### src/rtl/steer_pkg.sv
// Package of register map, field layout and types for the DMA/interrupt steering block
package steer_pkg;
    localparam int          NUM_DMA_PAIRS   = 2;
    localparam int          NUM_IRQ_LINES   = 2;
    // Register byte addresses
    localparam logic [11:0] DMA_ROUTE0_ADDR = 12'h000;
    localparam logic [11:0] DMA_ROUTE1_ADDR = 12'h004;
    localparam logic [11:0] IRQ_ROUTE0_ADDR = 12'h008;
    localparam logic [11:0] IRQ_ROUTE1_ADDR = 12'h00C;
    localparam logic [11:0] STATUS_ADDR     = 12'h010;
    // DMA route register fields
    localparam int          DMA_CH_LSB      = 0;
    localparam int          DMA_EN_BIT      = 3;
    localparam logic [3:0]  DMA_ROUTE_RESET = 4'h4;
    // Interrupt route register fields
    localparam int          IRQ_NUM_LSB     = 0;
    localparam int          IRQ_SHARE_BIT   = 5;
    localparam int          IRQ_ROUTE_BIT   = 7;
    localparam int          IRQ_TMR_OE_BIT  = 6;
    localparam logic [7:0]  IRQ_ROUTE_RESET = 8'h00;
    // Legal targets
    localparam logic [7:0]  DMA_CH_LEGAL    = 8'hEF;
    localparam logic [15:0] IRQ_LEGAL       = 16'hDEF8;

    typedef struct packed {
        logic       enable;
        logic [2:0] channel;
    } dma_route_t;

    typedef struct packed {
        logic       routed;
        logic       timer_oe;
        logic       share;
        logic [4:0] number;
    } irq_route_t;

    typedef struct packed {
        logic        hsel;
        logic [31:0] haddr;
        logic [1:0]  htrans;
        logic        hwrite;
        logic [2:0]  hsize;
        logic        hready;
    } ahb_req_t;

    typedef enum logic [1:0] {
        BUS_IDLE  = 2'b01,
        BUS_WRITE = 2'b10
    } bus_state_t;
endpackage

### src/rtl/board_steer.sv
// Motherboard DMA and interrupt steering with an AHB-Lite register slave
`timescale 1ns/1ps
module board_steer
    import steer_pkg::*;
#(
    parameter int DMA_PAIRS = NUM_DMA_PAIRS,
    parameter int IRQ_LINES = NUM_IRQ_LINES
) (
    input  wire logic                 ref_clk,
    input  wire logic                 rstn,
    input  wire logic                 hsel,
    input  wire logic [31:0]          haddr,
    input  wire logic [1:0]           htrans,
    input  wire logic                 hwrite,
    input  wire logic [2:0]           hsize,
    input  wire logic [31:0]          hwdata,
    input  wire logic                 hready,
    output logic      [31:0]          hrdata,
    output logic                      hreadyout,
    output logic                      hresp,
    input  wire logic [DMA_PAIRS-1:0] board_dma_request,
    output logic      [DMA_PAIRS-1:0] board_dma_acknowledge_n,
    input  wire logic [7:0]           isa_dack,
    output logic      [7:0]           isa_dreq,
    input  wire logic [IRQ_LINES-1:0] board_interrupt_line_i,
    output logic      [IRQ_LINES-1:0] board_interrupt_line_o,
    output logic      [IRQ_LINES-1:0] board_interrupt_line_oe,
    input  wire logic                 timer_irq,
    input  wire logic [15:0]          isa_irq,
    output logic      [15:0]          ctrl_irq
);

    // The register map holds two route words of each kind
    if (DMA_PAIRS < 1 || DMA_PAIRS > NUM_DMA_PAIRS || IRQ_LINES < 1 || IRQ_LINES > NUM_IRQ_LINES) begin : gen_bad_count
        $error("board_steer: pair or line count out of range");
    end

    function automatic logic addr_hit(input logic [31:0] a, input logic [11:0] base, input int idx);
        addr_hit = (a[11:0] == base + 12'(4 * idx));
    endfunction

    dma_route_t dma_route_q [DMA_PAIRS];
    dma_route_t dma_route_d [DMA_PAIRS];
    irq_route_t irq_route_q [IRQ_LINES];
    irq_route_t irq_route_d [IRQ_LINES];
    bus_state_t state_q, state_d;
    logic [31:0] addr_q, addr_d;
    logic [31:0] rdata_q, rdata_d;
    logic [7:0]  dreq_q, dreq_d;
    logic [DMA_PAIRS-1:0] dak_n_q, dak_n_d;
    logic [IRQ_LINES-1:0] mo_q, mo_d, moe_q, moe_d;
    logic [15:0] irq_q, irq_d;
    ahb_req_t req;

    always_comb begin
        req.hsel   = hsel;
        req.haddr  = haddr;
        req.htrans = htrans;
        req.hwrite = hwrite;
        req.hsize  = hsize;
        req.hready = hready;
    end

    function automatic logic [31:0] read_word(input logic [31:0] a, input dma_route_t d[DMA_PAIRS],
                                              input irq_route_t r[IRQ_LINES], input logic [7:0] dq,
                                              input logic [15:0] iq);
        read_word = 32'h0000_0000;
        for (int i = 0; i < DMA_PAIRS; i++) begin
            if (addr_hit(a, DMA_ROUTE0_ADDR, i)) begin
                read_word = {28'h000_0000, d[i]};
            end
        end
        for (int i = 0; i < IRQ_LINES; i++) begin
            if (addr_hit(a, IRQ_ROUTE0_ADDR, i)) begin
                read_word = {24'h00_0000, r[i]};
            end
        end
        if (addr_hit(a, STATUS_ADDR, 0)) begin
            read_word = {iq, dq, 8'h00};
        end
    endfunction

    // Bus slave: zero wait states, always OKAY, unmapped reads zero
    always_comb begin
        state_d = state_q;
        addr_d  = addr_q;
        rdata_d = rdata_q;
        for (int i = 0; i < DMA_PAIRS; i++) begin
            dma_route_d[i] = dma_route_q[i];
        end
        for (int i = 0; i < IRQ_LINES; i++) begin
            irq_route_d[i] = irq_route_q[i];
        end
        case (state_q)
            BUS_WRITE: begin
                for (int i = 0; i < DMA_PAIRS; i++) begin
                    if (addr_hit(addr_q, DMA_ROUTE0_ADDR, i)) begin
                        dma_route_d[i] = dma_route_t'(hwdata[3:0]);
                    end
                end
                for (int i = 0; i < IRQ_LINES; i++) begin
                    if (addr_hit(addr_q, IRQ_ROUTE0_ADDR, i)) begin
                        irq_route_d[i] = irq_route_t'(hwdata[7:0]);
                    end
                end
            end
            BUS_IDLE: begin
            end
            default: begin
                state_d = BUS_IDLE;
            end
        endcase
        state_d = BUS_IDLE;
        if (req.hsel && req.hready && req.htrans[1]) begin
            addr_d = req.haddr;
            if (req.hwrite) begin
                state_d = BUS_WRITE;
            end else begin
                // A write landing in this cycle is already visible to a back-to-back read
                rdata_d = read_word(req.haddr, dma_route_d, irq_route_d, dreq_q, irq_q);
            end
        end
    end

    // Steering datapath
    always_comb begin
        dreq_d  = 8'h00;
        dak_n_d = '1;
        irq_d   = isa_irq;
        mo_d    = '0;
        moe_d   = '0;
        for (int i = 0; i < DMA_PAIRS; i++) begin
            if (dma_route_q[i].enable && DMA_CH_LEGAL[dma_route_q[i].channel]) begin
                dreq_d[dma_route_q[i].channel] = dreq_d[dma_route_q[i].channel] | board_dma_request[i];
                dak_n_d[i] = ~isa_dack[dma_route_q[i].channel];
            end
        end
        for (int i = 0; i < IRQ_LINES; i++) begin
            if (i == 0 && irq_route_q[i].timer_oe) begin
                mo_d[i]  = timer_irq;
                moe_d[i] = 1'b1;
            end else if (irq_route_q[i].routed && IRQ_LEGAL[irq_route_q[i].number[3:0]]
                         && !irq_route_q[i].number[4]) begin
                if (!irq_route_q[i].share) begin
                    irq_d[irq_route_q[i].number[3:0]] = 1'b0;
                end
            end
        end
        for (int i = 0; i < IRQ_LINES; i++) begin
            if (!(i == 0 && irq_route_q[i].timer_oe) && irq_route_q[i].routed
                && IRQ_LEGAL[irq_route_q[i].number[3:0]] && !irq_route_q[i].number[4]) begin
                // Shared inputs OR together; level-high sources assumed
                irq_d[irq_route_q[i].number[3:0]] = irq_d[irq_route_q[i].number[3:0]]
                                                    | board_interrupt_line_i[i];
            end
        end
    end

    always_ff @(posedge ref_clk or negedge rstn) begin
        if (!rstn) begin
            state_q <= BUS_IDLE;
            addr_q  <= 32'h0000_0000;
            rdata_q <= 32'h0000_0000;
            dreq_q  <= 8'h00;
            dak_n_q <= '1;
            irq_q   <= 16'h0000;
            mo_q    <= '0;
            moe_q   <= '0;
            for (int i = 0; i < DMA_PAIRS; i++) begin
                dma_route_q[i] <= dma_route_t'(DMA_ROUTE_RESET);
            end
            for (int i = 0; i < IRQ_LINES; i++) begin
                irq_route_q[i] <= irq_route_t'(IRQ_ROUTE_RESET);
            end
        end else begin
            state_q <= state_d;
            addr_q  <= addr_d;
            rdata_q <= rdata_d;
            dreq_q  <= dreq_d;
            dak_n_q <= dak_n_d;
            irq_q   <= irq_d;
            mo_q    <= mo_d;
            moe_q   <= moe_d;
            for (int i = 0; i < DMA_PAIRS; i++) begin
                dma_route_q[i] <= dma_route_d[i];
            end
            for (int i = 0; i < IRQ_LINES; i++) begin
                irq_route_q[i] <= irq_route_d[i];
            end
        end
    end

    assign hrdata                  = rdata_q;
    assign hreadyout               = 1'b1;
    assign hresp                   = 1'b0;
    assign isa_dreq                = dreq_q;
    assign board_dma_acknowledge_n = dak_n_q;
    assign ctrl_irq                = irq_q;
    assign board_interrupt_line_o  = mo_q;
    assign board_interrupt_line_oe = moe_q;

    // Targets claimed by pairs and lines other than the first, read by the assertions
    logic [7:0]  dma_hit;
    logic [15:0] other_hit;

    always_comb begin
        dma_hit   = 8'h00;
        other_hit = 16'h0000;
        for (int i = 1; i < DMA_PAIRS; i++) begin
            if (dma_route_q[i].enable) begin
                dma_hit[dma_route_q[i].channel] = 1'b1;
            end
        end
        for (int i = 1; i < IRQ_LINES; i++) begin
            if (irq_route_q[i].routed && !irq_route_q[i].number[4]) begin
                other_hit[irq_route_q[i].number[3:0]] = 1'b1;
            end
        end
    end
endmodule // board_steer

### config.mk
export PLATFORM = sky130hd
export DESIGN_NAME = board_steer
export DESIGN_NICKNAME = d
export VERILOG_FILES = /design/src/rtl/steer_pkg.sv /design/src/rtl/board_steer.sv
export SDC_FILE = /design/constraint.sdc
export NUM_CORES = 1
export LEC_CHECK = 0
export ABC_AREA = 1
export BUFFER_PORTS_ARGS = -buffer_cell sky130_fd_sc_hd__buf_2
export CAP_MARGIN = 20
export CORE_AREA = 2 2 110 112
export DETAILED_ROUTE_END_ITERATION = 6
export DIE_AREA = 0 0 112 114
export PLACE_DENSITY = 0.77
export SETUP_SLACK_MARGIN = 0.4
export SYNTH_ARGS = -nofsm -noshare
export SYNTH_HDL_FRONTEND = slang
export SYNTH_SLANG_ARGS = --single-unit
### constraint.sdc
create_clock -name ref_clk -period 2.6 [get_ports ref_clk]
set_clock_uncertainty 0.15 [all_clocks]
set_input_delay 0.52 -clock ref_clk [delete_from_list [all_inputs] [get_ports ref_clk]]
set_output_delay 0.52 -clock ref_clk [all_outputs]
set_load 0.01 [all_outputs]
==> metrics.cfg <==
[outcome]
outcome=finished, violations left
violations=setup timing

[sta]
rsz0062_at_grt=yes
setup_viol=11
setup_slack_ns=-0.105
fmax_mhz=370
setup-tns-final_ns=-1.08
fin_crit_sh_pct=104
hold_viol_final=0
slew_headroom_pct=34.4
worst_pin_slew_ns=0.982
hold_ws_ns=0.142
fin_crit_ns=2.71
maxSlewViolCount=0

[clock_network]
path_clk_slew_ns=0.06
cts_tree=yes
clockBufferDepth=2
numCtsBuffers=9
cts_sinks=98
htreeDepth=3
root_buffer=clkbuf_16
clock_latency_ns=0.35

[synth]
ys_seq_area_share_pct=46.4
ys_seq_elements=98
synth_ff_type=dfrtp_1
syn_avg_cell_area_um2=7.33
ys_types=35
synthCells=722
ys_warn_count=0
synth_edf_count=0
synth_area_um2=5300
async_flop_share_pct=100

[power]
p_int_w=0.00248
power_frac_comb_pct=10.9
clkPwrFrac_pct=39.4
powerDensity_nw_per_um2=453
p_sw_share_pct=24.5
p_sw_w=0.000802
irDropWorstVdd_mv=0.458
p_leak_nw=3.82
pwr-share-seq_pct=49.7

[setup_path]
r2r-end=ctrl_irq[6]$_DFF_PN0_
reg2reg_from=irq_route_q[0]$_DFF_PN0_
cp_top_family=simple AND/OR/NAND/NOR gates
worstSetupStartpoint=irq_route_q[0]$_DFF_PN0_
slowest_stage=dfrtp_2
critical-path-max-stage-delay_ns=0.47
arrival_ns=2.79
worst-path-buf-inv=4
crit_type=flip-flop to flip-flop
required_ns=2.69
critPathCaptureType=flip-flop
path_max_fanout=11
worstSetupPathDepth=18
worst-r2r-setup-slack_ns=-0.11
path_cells=buf_4 > nor2_4 > buf_4 > nand4_1 > nand4_1 > nand2_1 > nor2_1 > nor2_1 > nor2_2 > buf_6 > nand4_1 > nand3_1 > nand2_1 > a21oi_2 > nand4_1 > buf_6 > nand2_1 > nand2_1
reg2reg_depth=18
cp-endpoint=ctrl_irq[6]$_DFF_PN0_
cp-start-kind=flip-flop

[route]
wl_um=14600
vias_per_cell=5.05
remaining_drc_errors=0
drtAntennaViolNets=0
first_iter_violations=485
vias=5388
first_pass_iters=5
wl_per_cell_um=13.7

[worst_hold_path]
min_path_type=primary input to flip-flop
hold_start=isa_irq[1]

[place]
dpl.hpwl_um=11000
portBuffers=114
gp_congestion=0.966
placedCellCount=1039

[cells_and_area]
area_delta_synth_final_pct=36.8
n_antenna_cell=0
nets=1017
instances_no_fill=1066
drive_above_1_share_pct=32.5

[grt]
track_usage_pct=23.5
antenna_found_initial=0
grt_max_degree=49
overflow=0
grt_pass1_vias=4996
grt_pass1_wl_um=23900

[floorplan]
die_y_um=114
row_count=40
die_width_um=112
dieArea_um2=12800
ios=167
initial_core_util_pct=45.2
fp.coreArea_um2=11700

[run]
drv_cap=0

## state kept, by name, indices dropped and copies added, names as in the netlist, 2 cells and up
name                     count
hrdata                      32
ctrl_irq                    16
irq_route_q                 16
addr_q                      12
dma_route_q                  8
isa_dreq                     8
board_dma_acknowledge_n      2
state_q                      2
## routing by layer
layer | wire, µm | global-route usage [%] | share of wire [%]
met2 | 6800 | 38.7 | 47
met3 | 864 | 4.30 | 5.9
met5 | 0 | 0 | 0
met4 | 349 | 8.70 | 2.4
met1 | 6590 | 31.2 | 45
## cell type report
cell class | count | area [µm²]
clock buffer | 13 | 240
clock inverter | 3 | 43.8
fill | 1083 | 4470
inverter | 97 | 364
multi-input combinational | 504 | 2660
sequential | 98 | 2460
tap | 147 | 184
timing repair buffer | 204 | 1290
## stage by stage
stage / power [W] / worst slack, ns / area, µm² / utilization [%]
final: 0.00328 / -0.105 / 7240 / 61.8
after global routing: 0.00343 / -0.342 / 7240 / 61.8
after CTS: 0.00329 / -0.0460 / 7040 / 60.1
after detailed placement: 0.00198 / -0.140 / 6610 / 56.4
after global placement: 0.00197 / -0.115 / 6610 / 56.4
after floorplan: 0.00181 / 0.212 / 5380 / -
## cells in the mapped netlist, drive strengths merged (5+ instances only)
| cell | n | area [µm²] |
|---|---|---|
| o211ai | 5 | 37.5 |
| clkbuf | 18 | 67.6 |
| nor2 | 71 | 282 |
| dfstp | 5 | 131 |
| nand4 | 26 | 163 |
| nand2 | 201 | 764 |
| nand3 | 45 | 225 |
| a21oi | 24 | 135 |
| inv | 97 | 364 |
| o21ai | 79 | 395 |
| nor3 | 14 | 70.1 |
| dfrtp | 93 | 2330 |
| buf | 8 | 55.1 |
## layout by cell type (no fill, tap or decap), drive strengths merged
| master | n |
|---|---|
| buf | 203 |
| nand2 | 201 |
| inv | 97 |
| dfrtp | 93 |
| o21ai | 79 |
| nor2 | 71 |
| nand3 | 45 |
| nand4 | 26 |
| a21oi | 24 |
| nor3 | 14 |
| clkbuf | 13 |
| o211ai | 5 |
| conb | 5 |
| dfstp | 5 |
| a31oi | 4 |
| a31o | 4 |
| nand3b | 4 |
| nor4 | 4 |
| o221ai | 4 |
| a221oi | 3 |
| mux2 | 3 |
| o22ai | 2 |
| clkinv | 2 |
| or2 | 1 |
| mux2i | 1 |
| o21bai | 1 |
| o2111ai | 1 |
| o21a | 1 |
| o31ai | 1 |
| bufinv | 1 |
| dlygate4sd3 | 1 |
## kinds of logic (layout without fill, tap and decap cells)
| family | Yosys count | count (layout) | share of synthesized area [%] |
|---|---|---|---|
| and+or+nand+nor | 366 | 366 | 29.6 |
| muxes | 4 | 4 | 0.827 |
| DFF | 98 | 98 | 46.4 |
| AOI/OAI and AO/OA | 129 | 129 | 13.8 |
| other | 2 | 5 | 0.142 |
| buffers and inverters | 123 | 317 | 9.19 |
## timing repair
item                                    in CTS  in global routing
buffers inserted                             6                  2
endpoints found under the hold margin       32                  0
pin swaps                                    3                 15
endpoints found under the setup margin      16                 26
gates resized for setup                     33                 58
cloned                                       1                  1
hold buffers                                 1                  0
## power by group through the flow
stage | Sequential (W) | Combinational [W] | Clock, W
after global routing | 0.00164 | 0.000403 | 0.00139
after floorplan | 0.00165 | 0.000158 | 0
after detailed placement | 0.00165 | 0.000328 | 0
after global placement | 0.00165 | 0.000322 | 0
after CTS | 0.00162 | 0.000344 | 0.00132
final | 0.00163 | 0.000359 | 0.00129
## worst min-delay path by stage
stage / slack [ns] / cells past startpoint / to
2_1_floorplan: 0.07 / 0 / addr_q[0]$_DFFE_PN0P_
3_3_place_gp: 0.31 / 2 / hrdata[28]$_DFFE_PN0P_
3_5_place_dp: 0.32 / 2 / hrdata[0]$_DFFE_PN0P_
4_1_cts: 0.14 / 1 / ctrl_irq[1]$_DFF_PN0_
5_1_grt: 0.14 / 1 / ctrl_irq[1]$_DFF_PN0_
6_report: 0.14 / 1 / ctrl_irq[1]$_DFF_PN0_
(Power assumes the default switching activity.)
